## config.mk

```make
export PLATFORM = sky130hd
export DESIGN_NAME = fps_top
export DESIGN_NICKNAME = d
export VERILOG_FILES = /design/src/design/fps_pkg.sv /design/src/design/fps_top.sv
export VERILOG_INCLUDE_DIRS = /design/src /design/src/design
export SDC_FILE = /design/constraint.sdc
export NUM_CORES = 2
export LEC_CHECK = 0
export BUFFER_PORTS_ARGS = -buffer_cell sky130_fd_sc_hd__buf_2
export CORE_MARGIN = 8
export CORE_UTILIZATION = 35
export CTS_CLUSTER_SIZE = 24
export DETAILED_ROUTE_END_ITERATION = 6
export PLACE_DENSITY = 0.61
export SYNTH_ARGS = -nofsm -noshare
export SYNTH_HDL_FRONTEND = slang
export SYNTH_SLANG_ARGS = --single-unit
```

## constraint.sdc

```tcl
create_clock -name ref_clk_i -period 12.5 [get_ports ref_clk_i]
set_input_delay 2.5 -clock ref_clk_i [delete_from_list [all_inputs] [get_ports ref_clk_i]]
set_output_delay 2.5 -clock ref_clk_i [all_outputs]
set_load 0.03 [all_outputs]
```

## src/design/fps_regs.svh

```systemverilog
// Offsets, field positions, reset values and timing counts of the
// flyback protection supervisor. Definitions only; include by bare name.
`ifndef FPS_REGS_SVH
`define FPS_REGS_SVH

// Register byte offsets, one aligned 32-bit word each
`define FPS_A_CTRL    8'h00
`define FPS_A_VLIM    8'h04
`define FPS_A_SLIM    8'h08
`define FPS_A_OCP     8'h0C
`define FPS_A_TIME    8'h10
`define FPS_A_STAT    8'h14
`define FPS_A_VIN     8'h18

// Control word fields
`define FPS_B_UVEN    0
`define FPS_B_UVLAT   1
`define FPS_B_OVLAT   2
`define FPS_B_ABMIN   3
`define FPS_F_GAIN    15:8
`define FPS_F_NBLK    23:16
`define FPS_F_QUAL    31:24

// Threshold and timer fields
`define FPS_F_LO12    11:0
`define FPS_F_HI12    27:16
`define FPS_F_OBLK    31:16
`define FPS_F_UBLK    23:0
`define FPS_F_CVCC    31:24

// Reset values
`define FPS_RST_CTRL  32'h0000_0000
`define FPS_RST_VLIM  32'h0FFF_0000
`define FPS_RST_SLIM  32'h0FFF_0000
`define FPS_RST_OCP   32'h0010_0000
`define FPS_RST_TIME  32'h0A00_FFFF

// Timing
`define FPS_CLK_MHZ   40
`define FPS_HP_NS     9823000
`define FPS_HP_CYC    (`FPS_HP_NS * `FPS_CLK_MHZ / 1000)
`define FPS_TST_K     967
`define FPS_TST_CYC   16'(`FPS_TST_K * `FPS_CLK_MHZ)
`define FPS_RST_WAIT  24'h009C40
`define FPS_SMP_SH    6
`define FPS_OV_SH     2
`define FPS_DM_SH     1

// Peak to rms scale, 181/256
`define FPS_RMS_NUM   9'h0B5

// Second overcurrent levels in mV
`define FPS_OCP_L0    12'h258
`define FPS_OCP_L1    12'h320
`define FPS_OCP_L2    12'h4B0
`define FPS_OCP_L3    12'h640

// AXI responses
`define FPS_OKAY      2'h0
`define FPS_SLVERR    2'h2
`endif

```

## src/design/fps_pkg.sv

```systemverilog
// Types of the flyback protection supervisor.
// Assumes nothing; constants live in fps_regs.svh.
package fps_pkg;
  typedef enum logic [3:0] {
    ST_START = 4'h1,
    ST_REG   = 4'h2,
    ST_WAIT  = 4'h4,
    ST_LATCH = 4'h8
  } fps_state_t;
endpackage

```

## src/design/fps_top.sv

```systemverilog
// Flyback protection supervisor: input estimate, filter gating, faults.
// Assumes sense inputs already quantised and synchronous to ref_clk_i.
//
// The placing of the registers and the AXI4-Lite register port were left to the implementer.
`timescale 1ns/1ps
`include "fps_regs.svh"

module fps_top #(
  parameter logic [19:0] HP_PRESET_CYC = 20'(`FPS_HP_CYC),
  parameter logic [23:0] RESTART_CYC   = `FPS_RST_WAIT
) (
  // Clock and reset
  input  wire logic        ref_clk_i,
  input  wire logic        rst_b_i,
  // AXI4-Lite slave
  input  wire logic        awvalid_i,
  output logic             awready_o,
  input  wire logic [31:0] awaddr_i,
  input  wire logic        wvalid_i,
  output logic             wready_o,
  input  wire logic [31:0] wdata_i,
  input  wire logic [3:0]  wstrb_i,
  output logic             bvalid_o,
  input  wire logic        bready_i,
  output logic [1:0]       bresp_o,
  input  wire logic        arvalid_i,
  output logic             arready_o,
  input  wire logic [31:0] araddr_i,
  output logic             rvalid_o,
  input  wire logic        rready_i,
  output logic [31:0]      rdata_o,
  output logic [1:0]       rresp_o,
  // Power stage sense
  input  wire logic        gate_on_i,
  input  wire logic [11:0] zcd_clamp_current_i,
  input  wire logic [11:0] cs_peak_i,
  input  wire logic [11:0] cs_voltage_i,
  input  wire logic [11:0] vout_est_i,
  input  wire logic [11:0] iout_est_i,
  input  wire logic        demag_fail_i,
  input  wire logic        line_sync_i,
  input  wire logic        line_edge_i,
  // Operating mode and regulation
  input  wire logic        first_valley_mode_i,
  input  wire logic        discontinuous_mode_i,
  input  wire logic        burst_mode_i,
  input  wire logic        filtered_feedback_level_i,
  input  wire logic [7:0]  phase_i,
  input  wire logic [11:0] fb_ontime_i,
  // Results
  output logic             gate_enable_o,
  output logic [11:0]      ontime_o,
  output logic             notch_enable_o,
  output logic [7:0]       notch_quality_o,
  output logic             comp_active_o,
  output logic [11:0]      vin_rms_o,
  output logic [11:0]      ocp_level_o,
  output logic             vin_protect_active_o,
  output logic             fault_latched_o
);

  logic [31:0] ctrl_ff, vlim_ff, slim_ff, ocp_ff, time_ff;
  logic [4:0]  stat_ff;
  logic        aw_got_ff, w_got_ff, bvalid_ff, rvalid_ff;
  logic        awready_ff, wready_ff, arready_ff;
  logic [7:0]  waddr_ff;
  logic [31:0] wdata_ff, rdata_ff;
  logic [3:0]  wstrb_ff;
  logic [1:0]  bresp_ff, rresp_ff;
  fps_pkg::fps_state_t state_ff, nxt_state;
  logic        gate_prev_ff, gate_en_ff, notch_ff, comp_ff;
  logic        vprot_ff, latched_ff;
  logic [19:0] ph_ff, hp_ff, slot_ff;
  logic [11:0] peak_ff, vin_ff, ocp_lvl_ff, ontime_ff;
  logic [7:0]  nb_cnt_ff;
  logic [23:0] st_cnt_ff, rs_cnt_ff;
  logic [23:0] cnt_ff [4];
  logic [23:0] lim [4];
  logic [3:0]  cond;
  logic [4:0]  trip;

  // Write channel: address and data taken in either order
  wire aw_hs  = awvalid_i & awready_ff;
  wire w_hs   = wvalid_i & wready_ff;
  wire wr_do  = (aw_got_ff | aw_hs) & (w_got_ff | w_hs);
  wire [7:0]  wa = aw_got_ff ? waddr_ff : awaddr_i[7:0];
  wire [31:0] wd = w_got_ff ? wdata_ff : wdata_i;
  wire [3:0]  ws = w_got_ff ? wstrb_ff : wstrb_i;
  wire [31:0] wm = {{8{ws[3]}}, {8{ws[2]}}, {8{ws[1]}}, {8{ws[0]}}};
  wire nxt_aw_got = (aw_got_ff | aw_hs) & ~wr_do;
  wire nxt_w_got  = (w_got_ff | w_hs) & ~wr_do;
  wire nxt_bvalid = wr_do | (bvalid_ff & ~bready_i);
  wire wr_hit = (wa == `FPS_A_CTRL) | (wa == `FPS_A_VLIM) |
                (wa == `FPS_A_SLIM) | (wa == `FPS_A_OCP)  |
                (wa == `FPS_A_TIME) | (wa == `FPS_A_STAT);
  wire [4:0] st_clr = (wr_do & (wa == `FPS_A_STAT) & ws[0]) ?
                      wd[4:0] : 5'h00;

  // Read channel and decode; higher address bits are not decoded
  wire ar_hs = arvalid_i & arready_ff;
  wire nxt_rvalid = ar_hs | (rvalid_ff & ~rready_i);
  wire [7:0]  ra = araddr_i[7:0];
  wire [31:0] stat_rd = {17'h00000, gate_en_ff, comp_ff, notch_ff,
                         state_ff, 3'h0, stat_ff};
  wire [31:0] rd_val =
    (ra == `FPS_A_CTRL) ? ctrl_ff :
    (ra == `FPS_A_VLIM) ? vlim_ff :
    (ra == `FPS_A_SLIM) ? slim_ff :
    (ra == `FPS_A_OCP)  ? ocp_ff  :
    (ra == `FPS_A_TIME) ? time_ff :
    (ra == `FPS_A_STAT) ? stat_rd :
    (ra == `FPS_A_VIN)  ? {20'h00000, vin_ff} : 32'h0000_0000;
  wire rd_ok = (ra == `FPS_A_CTRL) | (ra == `FPS_A_VLIM) |
               (ra == `FPS_A_SLIM) | (ra == `FPS_A_OCP)  |
               (ra == `FPS_A_TIME) | (ra == `FPS_A_STAT) |
               (ra == `FPS_A_VIN);

  // Bus handshake state
  always_ff @(posedge ref_clk_i) begin
    if (!rst_b_i) begin
      aw_got_ff  <= 1'b0;
      w_got_ff   <= 1'b0;
      bvalid_ff  <= 1'b0;
      awready_ff <= 1'b0;
      wready_ff  <= 1'b0;
      bresp_ff   <= `FPS_OKAY;
      rvalid_ff  <= 1'b0;
      arready_ff <= 1'b0;
      rresp_ff   <= `FPS_OKAY;
      rdata_ff   <= 32'h0000_0000;
    end else begin
      aw_got_ff  <= nxt_aw_got;
      w_got_ff   <= nxt_w_got;
      bvalid_ff  <= nxt_bvalid;
      awready_ff <= ~nxt_aw_got & ~nxt_bvalid;
      wready_ff  <= ~nxt_w_got & ~nxt_bvalid;
      if (wr_do) bresp_ff <= wr_hit ? `FPS_OKAY : `FPS_SLVERR;
      rvalid_ff  <= nxt_rvalid;
      arready_ff <= ~nxt_rvalid;
      if (ar_hs) begin
        rdata_ff <= rd_ok ? rd_val : 32'h0000_0000;
        rresp_ff <= rd_ok ? `FPS_OKAY : `FPS_SLVERR;
      end
    end
  end

  // Early halves of a write are held until the other half arrives
  always_ff @(posedge ref_clk_i) begin
    if (aw_hs) waddr_ff <= awaddr_i[7:0];
    if (w_hs) begin
      wdata_ff <= wdata_i;
      wstrb_ff <= wstrb_i;
    end
  end

  // Configuration registers with byte strobes
  always_ff @(posedge ref_clk_i) begin
    if (!rst_b_i) begin
      ctrl_ff <= `FPS_RST_CTRL;
      vlim_ff <= `FPS_RST_VLIM;
      slim_ff <= `FPS_RST_SLIM;
      ocp_ff  <= `FPS_RST_OCP;
      time_ff <= `FPS_RST_TIME;
    end else if (wr_do) begin
      if (wa == `FPS_A_CTRL) ctrl_ff <= (ctrl_ff & ~wm) | (wd & wm);
      if (wa == `FPS_A_VLIM) vlim_ff <= (vlim_ff & ~wm) | (wd & wm);
      if (wa == `FPS_A_SLIM) slim_ff <= (slim_ff & ~wm) | (wd & wm);
      if (wa == `FPS_A_OCP)  ocp_ff  <= (ocp_ff & ~wm) | (wd & wm);
      if (wa == `FPS_A_TIME) time_ff <= (time_ff & ~wm) | (wd & wm);
    end
  end

  // Half period timing; burst mode sleeps, so sync is ignored there
  wire sync_eff = line_sync_i & ~burst_mode_i;
  wire win_end  = sync_eff ? line_edge_i :
                  (ph_ff >= HP_PRESET_CYC - 20'h00001);
  wire gate_fall = gate_prev_ff & ~gate_on_i;
  wire smp_take  = gate_fall &
                   (slot_ff >= (hp_ff >> `FPS_SMP_SH));
  wire [12:0] est13 = {1'b0, zcd_clamp_current_i} + {1'b0, cs_peak_i};
  wire [11:0] est   = est13[12] ? 12'hFFF : est13[11:0];
  wire [11:0] pk_fin = (smp_take && est > peak_ff) ? est : peak_ff;
  wire [20:0] rms_p  = pk_fin * `FPS_RMS_NUM;

  // Sampling, peak tracking and rms refresh
  always_ff @(posedge ref_clk_i) begin
    if (!rst_b_i) begin
      gate_prev_ff <= 1'b0;
      ph_ff   <= 20'h00000;
      hp_ff   <= HP_PRESET_CYC;
      slot_ff <= 20'h00000;
      peak_ff <= 12'h000;
      vin_ff  <= 12'h000;
    end else begin
      gate_prev_ff <= gate_on_i;
      ph_ff   <= win_end ? 20'h00000 : ph_ff + 20'h00001;
      slot_ff <= smp_take ? 20'h00000 :
                 (&slot_ff ? slot_ff : slot_ff + 20'h00001);
      if (win_end) begin
        hp_ff   <= sync_eff ? ph_ff + 20'h00001 : HP_PRESET_CYC;
        peak_ff <= 12'h000;
        vin_ff  <= rms_p[19:8];
      end else begin
        peak_ff <= pk_fin;
      end
    end
  end

  // Notch gating and displacement compensation
  wire qd = (first_valley_mode_i | discontinuous_mode_i) & ~burst_mode_i;
  wire [7:0] gain = ctrl_ff[`FPS_F_GAIN];
  wire comp_on  = gain != 8'h00;
  wire comp_act = comp_on & filtered_feedback_level_i & qd;
  wire [15:0] gp = gain * phase_i;
  wire [12:0] vi = {1'b0, vin_ff} + {1'b0, iout_est_i};
  wire [12:0] dw = (vi > {1'b0, vout_est_i}) ?
                   vi - {1'b0, vout_est_i} : 13'h0000;
  wire [15:0] adj = gp[15:8] * dw[12:5];
  wire [12:0] ot13 = {1'b0, fb_ontime_i} + {1'b0, adj[15:4]};
  wire [11:0] ot_mod = ot13[12] ? 12'hFFF : ot13[11:0];

  // Second overcurrent level: lowest fixed level above the limit, else the highest one
  wire [11:0] ll = ocp_ff[`FPS_F_LO12];
  wire [11:0] lvl = (ll < `FPS_OCP_L0) ? `FPS_OCP_L0 :
                    (ll < `FPS_OCP_L1) ? `FPS_OCP_L1 :
                    (ll < `FPS_OCP_L2) ? `FPS_OCP_L2 :
                    `FPS_OCP_L3;

  always_ff @(posedge ref_clk_i) begin
    if (!rst_b_i) begin
      nb_cnt_ff  <= 8'h00;
      notch_ff   <= 1'b0;
      comp_ff    <= 1'b0;
      ontime_ff  <= 12'h000;
      ocp_lvl_ff <= `FPS_OCP_L0;
      vprot_ff   <= 1'b0;
    end else begin
      if (!sync_eff) nb_cnt_ff <= 8'h00;
      else if (line_edge_i && !(&nb_cnt_ff)) nb_cnt_ff <= nb_cnt_ff + 8'h01;
      notch_ff  <= qd & sync_eff &
                   (nb_cnt_ff >= ctrl_ff[`FPS_F_NBLK]);
      comp_ff   <= comp_act;
      ontime_ff <= comp_act ? ot_mod : fb_ontime_i;
      ocp_lvl_ff <= lvl;
      vprot_ff  <= ~burst_mode_i | ctrl_ff[`FPS_B_ABMIN];
    end
  end

  // Blanking conditions; a fault needs its condition beyond the limit
  wire run = (state_ff == fps_pkg::ST_START) |
             (state_ff == fps_pkg::ST_REG);
  wire in_reg = state_ff == fps_pkg::ST_REG;
  assign cond[0] = run & (cs_voltage_i > ocp_lvl_ff);
  assign cond[1] = in_reg & ctrl_ff[`FPS_B_UVEN] & ~burst_mode_i &
                   (vout_est_i < vlim_ff[`FPS_F_LO12]);
  assign cond[2] = run & ~burst_mode_i &
                   (vout_est_i > vlim_ff[`FPS_F_HI12]);
  assign cond[3] = run & ~burst_mode_i & demag_fail_i;
  assign lim[0] = {8'h00, ocp_ff[`FPS_F_OBLK]};
  assign lim[1] = time_ff[`FPS_F_UBLK];
  assign lim[2] = {4'h0, hp_ff >> `FPS_OV_SH};
  assign lim[3] = {4'h0, hp_ff >> `FPS_DM_SH};

  // One saturating blank counter per monitored condition
  for (genvar i = 0; i < 4; i++) begin : g_blank
    assign trip[i] = cond[i] & (cnt_ff[i] >= lim[i]);
    always_ff @(posedge ref_clk_i) begin
      if (!rst_b_i || !cond[i]) cnt_ff[i] <= 24'h000000;
      else if (!(&cnt_ff[i])) cnt_ff[i] <= cnt_ff[i] + 24'h000001;
    end
  end

  // Startup timeout scales with supply capacitance
  wire [23:0] tmax = time_ff[`FPS_F_CVCC] * `FPS_TST_CYC;
  wire st_on  = state_ff == fps_pkg::ST_START;
  wire tmax_hit = st_on & (st_cnt_ff >= tmax);
  assign trip[4] = tmax_hit &
                   (vout_est_i < slim_ff[`FPS_F_LO12]);
  wire st_done = st_on & ((vout_est_i >= slim_ff[`FPS_F_HI12]) |
                          tmax_hit);
  wire any_trip = |trip;
  wire lat_req = (trip[1] & ctrl_ff[`FPS_B_UVLAT]) |
                 (trip[2] & ctrl_ff[`FPS_B_OVLAT]);

  // Operating state; a latched fault waits for supply removal (reset)
  always_comb begin
    nxt_state = state_ff;
    case (state_ff)
      fps_pkg::ST_START: begin
        if (any_trip) nxt_state = lat_req ? fps_pkg::ST_LATCH
                                          : fps_pkg::ST_WAIT;
        else if (st_done) nxt_state = fps_pkg::ST_REG;
      end
      fps_pkg::ST_REG: begin
        if (any_trip) nxt_state = lat_req ? fps_pkg::ST_LATCH
                                          : fps_pkg::ST_WAIT;
      end
      fps_pkg::ST_WAIT: begin
        if (rs_cnt_ff >= RESTART_CYC) nxt_state = fps_pkg::ST_START;
      end
      fps_pkg::ST_LATCH: nxt_state = fps_pkg::ST_LATCH;
      default: nxt_state = fps_pkg::ST_START;
    endcase
  end

  // State, timers and sticky causes; a new event beats its clear
  always_ff @(posedge ref_clk_i) begin
    if (!rst_b_i) begin
      state_ff   <= fps_pkg::ST_START;
      st_cnt_ff  <= 24'h000000;
      rs_cnt_ff  <= 24'h000000;
      gate_en_ff <= 1'b0;
      latched_ff <= 1'b0;
      stat_ff    <= 5'h00;
    end else begin
      state_ff   <= nxt_state;
      st_cnt_ff  <= st_on ? st_cnt_ff + 24'h000001 : 24'h000000;
      rs_cnt_ff  <= (state_ff == fps_pkg::ST_WAIT) ?
                    rs_cnt_ff + 24'h000001 : 24'h000000;
      gate_en_ff <= (nxt_state == fps_pkg::ST_START) |
                    (nxt_state == fps_pkg::ST_REG);
      latched_ff <= nxt_state == fps_pkg::ST_LATCH;
      stat_ff    <= (stat_ff & ~st_clr) | trip;
    end
  end

  assign awready_o = awready_ff;
  assign wready_o  = wready_ff;
  assign bvalid_o  = bvalid_ff;
  assign bresp_o   = bresp_ff;
  assign arready_o = arready_ff;
  assign rvalid_o  = rvalid_ff;
  assign rdata_o   = rdata_ff;
  assign rresp_o   = rresp_ff;
  assign gate_enable_o   = gate_en_ff;
  assign ontime_o        = ontime_ff;
  assign notch_enable_o  = notch_ff;
  assign notch_quality_o = ctrl_ff[`FPS_F_QUAL];
  assign comp_active_o   = comp_ff;
  assign vin_rms_o       = vin_ff;
  assign ocp_level_o     = ocp_lvl_ff;
  assign vin_protect_active_o = vprot_ff;
  assign fault_latched_o = latched_ff;
endmodule

```

==> results.ini <==
[cells_and_area]
final_cell_count_no_fill=5479
layout-area-overhead-vs-synth_pct=12.88
layout.nets=4837
final_layout_size_suffix_gt1_frac=0.1060

[timing]
fin_crit_ps=11620
period_share=0.9296
slew_violations=0
fin_setup_tns_ps=0
hold_viol_final=0
worstMarginPinSlew_ps=1214
timing.fmax_mhz=86.06
fin_ws_ps=880.6
rsz0062_at_grt=no
max_slew_margin=0.1845
skew_ps=43.09
finalSetupViolations=0

[global_route]
grt_max_degree=105
grt_pass1_vias=27820
grt_use_total=0.1724
grt_pass1_wl_mm=155.5
gr-total-overflow=0
antenna_found_initial=23

[synthesis]
avgSynthCellArea_um2=8.989
syn_inst=3927
yosysTopAreaCell=dfxtp_1
synthArstFlopShare=0
yosysTopAreaCellShare=0.2127
ys_top_cells_by_count=nor2_1, ha_1, dfxtp_1, inv_1, nand2_1
synth_area_um2=35300
synth_edf_count=140
ys.flop_type=dfxtp_1
synth_cell_type_count=86
synthTopCellsByArea=dfxtp_1, ha_1, edfxtp_1, fa_1, nor2_1
ys_warn_count=0
ys_ff_latch=515
yosysSeqAreaShare=0.3318
synth_most_common_cell=nor2_1

[clocking]
cts_setup_buffers=0
clk_path_buf_depth=3
cts_buffers=59
insertion_delay_ps=650
cts_tree=done
clkTransAtPathRegs_ps=60
cts_num_sinks=515
clockRootBuffer=clkbuf_16
cts_resized=0
htreeDepth=2
cts_hold_buffers=0

[die]
start_util=0.3530
die_w_um=333.6
rows=116
core_um2=100000
die-area_um2=111300
fp.dieH_um=333.6
pin_count=285

[placed_design]
dp_slack_ps=207.4
portBuffers=230
hpwl_mm=75.95
gp_congestion=0.8730
dp.cells=5347

[routing]
post_drt_wl_per_cell_um=18.01
final_antenna_net_count=0
drt_iter0_markers=1937
vias_per_cell=5.234
vias=28680
routed_wl_mm=98.70
firstDrtPassIters=5
drc=0

[power]
ir_drop_uv=138.6
power.total_mw=3.847
power.leakage_nw=18.00
power_density_nw_per_um2=96.55

[critical_path]
slowest_delay_ps=560
required_ps=13010
cp.depth=37
rr_worst_depth=36
critPathBufInv=7
arrival_ps=12130
cp_max_fo=12
rr_endpoint=ontime_o[2]$_SDFF_PN0_
cp-end-kind=flop
reg2reg_slack_ps=2270
crit_path_top_delay_cell=fa_1
critPathKind=input port to flop
cp-start-kind=input port
startpoint=phase_i[7]
cp_top_family=adder cells
crit_top_cell=fa_1
crit_end=ontime_o[2]$_SDFF_PN0_

[hold_path]
worstHoldPathType=flop to flop

[run]
drv_cap=0

[status]
status=complete, no violations

-- layout by cell type (no fill, tap or decap), drive strengths merged, types with 18 or more instances in the layout --
cell type / netlist / layout
mux2i: 70 / 70
o21a: 18 / 18
o211ai: 54 / 54
or2: 24 / 24
edfxtp: 140 / 140
and2: 67 / 67
a22oi: 34 / 34
clkbuf: 107 / 82
nand3: 100 / 100
dfxtp: 375 / 375
nand4: 64 / 64
xnor2: 93 / 93
nor2: 550 / 550
ha: 413 / 413
nand2: 261 / 261
a21oi: 183 / 183
nand2b: 24 / 24
inv: 370 / 375
fa: 119 / 119
clkinv: 1 / 22
a31oi: 23 / 23
or3: 21 / 21
and3: 48 / 48
nor3: 62 / 62
o21ai: 123 / 123
a221oi: 34 / 34
buf: 36 / 260
xor2: 140 / 140
nor2b: 28 / 28
a211oi: 62 / 62
a21o: 61 / 61
diode: 0 / 20
-- worst register-to-register path, delay by kind of cell (launching register included) --
kind / cells / cell delay, ps
flops: 1 / 570
simple gates: 7 / 1120
fa+ha+maj: 11 / 5000
buf+inv: 6 / 460
compound gates: 12 / 2930
-- layer usage --
layer / wire, µm / track usage / vias up
met5: 46 / 0 / -
met1: 45210 / 0.2409 / 13680
met3: 7486 / 0.02824 / 137
li1: - / - / 14130
met4: 2416 / 0.04269 / 8
met2: 43530 / 0.2765 / 727
-- area by class of cell --
class,instances,area (µm²)
Multi-Input combinational cell,2903,21650
Clock inverter,30,306.5
Sequential cell,515,11710
Tap cell,1298,1624
Timing Repair Buffer,260,1379
Antenna cell,20,50.05
Inverter,371,1398
Fill cell,10060,60150
Clock buffer,82,1727
-- how the worst min path moves through the flow --
stage	from	end	slack, ps	depth (start not counted)
after CTS	rdata_o[6]$_SDFFE_PN0P_	rdata_o[6]$_SDFFE_PN0P_	450	2
after detailed placement	ph_ff[0]$_SDFF_PP0_	ph_ff[0]$_SDFF_PP0_	440	1
final	rdata_o[6]$_SDFFE_PN0P_	rdata_o[6]$_SDFFE_PN0P_	450	2
after floorplan	ph_ff[0]$_SDFF_PP0_	ph_ff[0]$_SDFF_PP0_	420	1
after global routing	rdata_o[6]$_SDFFE_PN0P_	rdata_o[6]$_SDFFE_PN0P_	470	2
after global placement	ph_ff[0]$_SDFF_PP0_	ph_ff[0]$_SDFF_PP0_	430	1
-- power by group --
group / internal, mW / switching (mW) / leakage, nW / total, mW
Sequential: 1.73 / 0.0117 / 4.62 / 1.74
Combinational: 0.104 / 0.201 / 12.4 / 0.305
Clock: 1.05 / 0.752 / 1.01 / 1.80
Total: 2.88 / 0.964 / 18.0 / 3.85
-- through the flow --
step	util	hold WS (ps)	area [µm²]
after floorplan	-	417.6	35320
after global placement	0.3776	432.8	37760
after detailed placement	0.3776	441.0	37760
after CTS	0.3980	454.8	39800
after global routing	0.3980	473.7	39800
final	0.3985	451.6	39850
-- cells by family after synthesis --
group	synth area share
xor+xnor	0.05781
other cells	0.0001062
flops	0.3318
mux	0.02527
buf+inv	0.05686
fa+ha+maj	0.2139
simple gates	0.1720
compound gates	0.1423
Note: power is estimated with default switching activity, not from simulation.
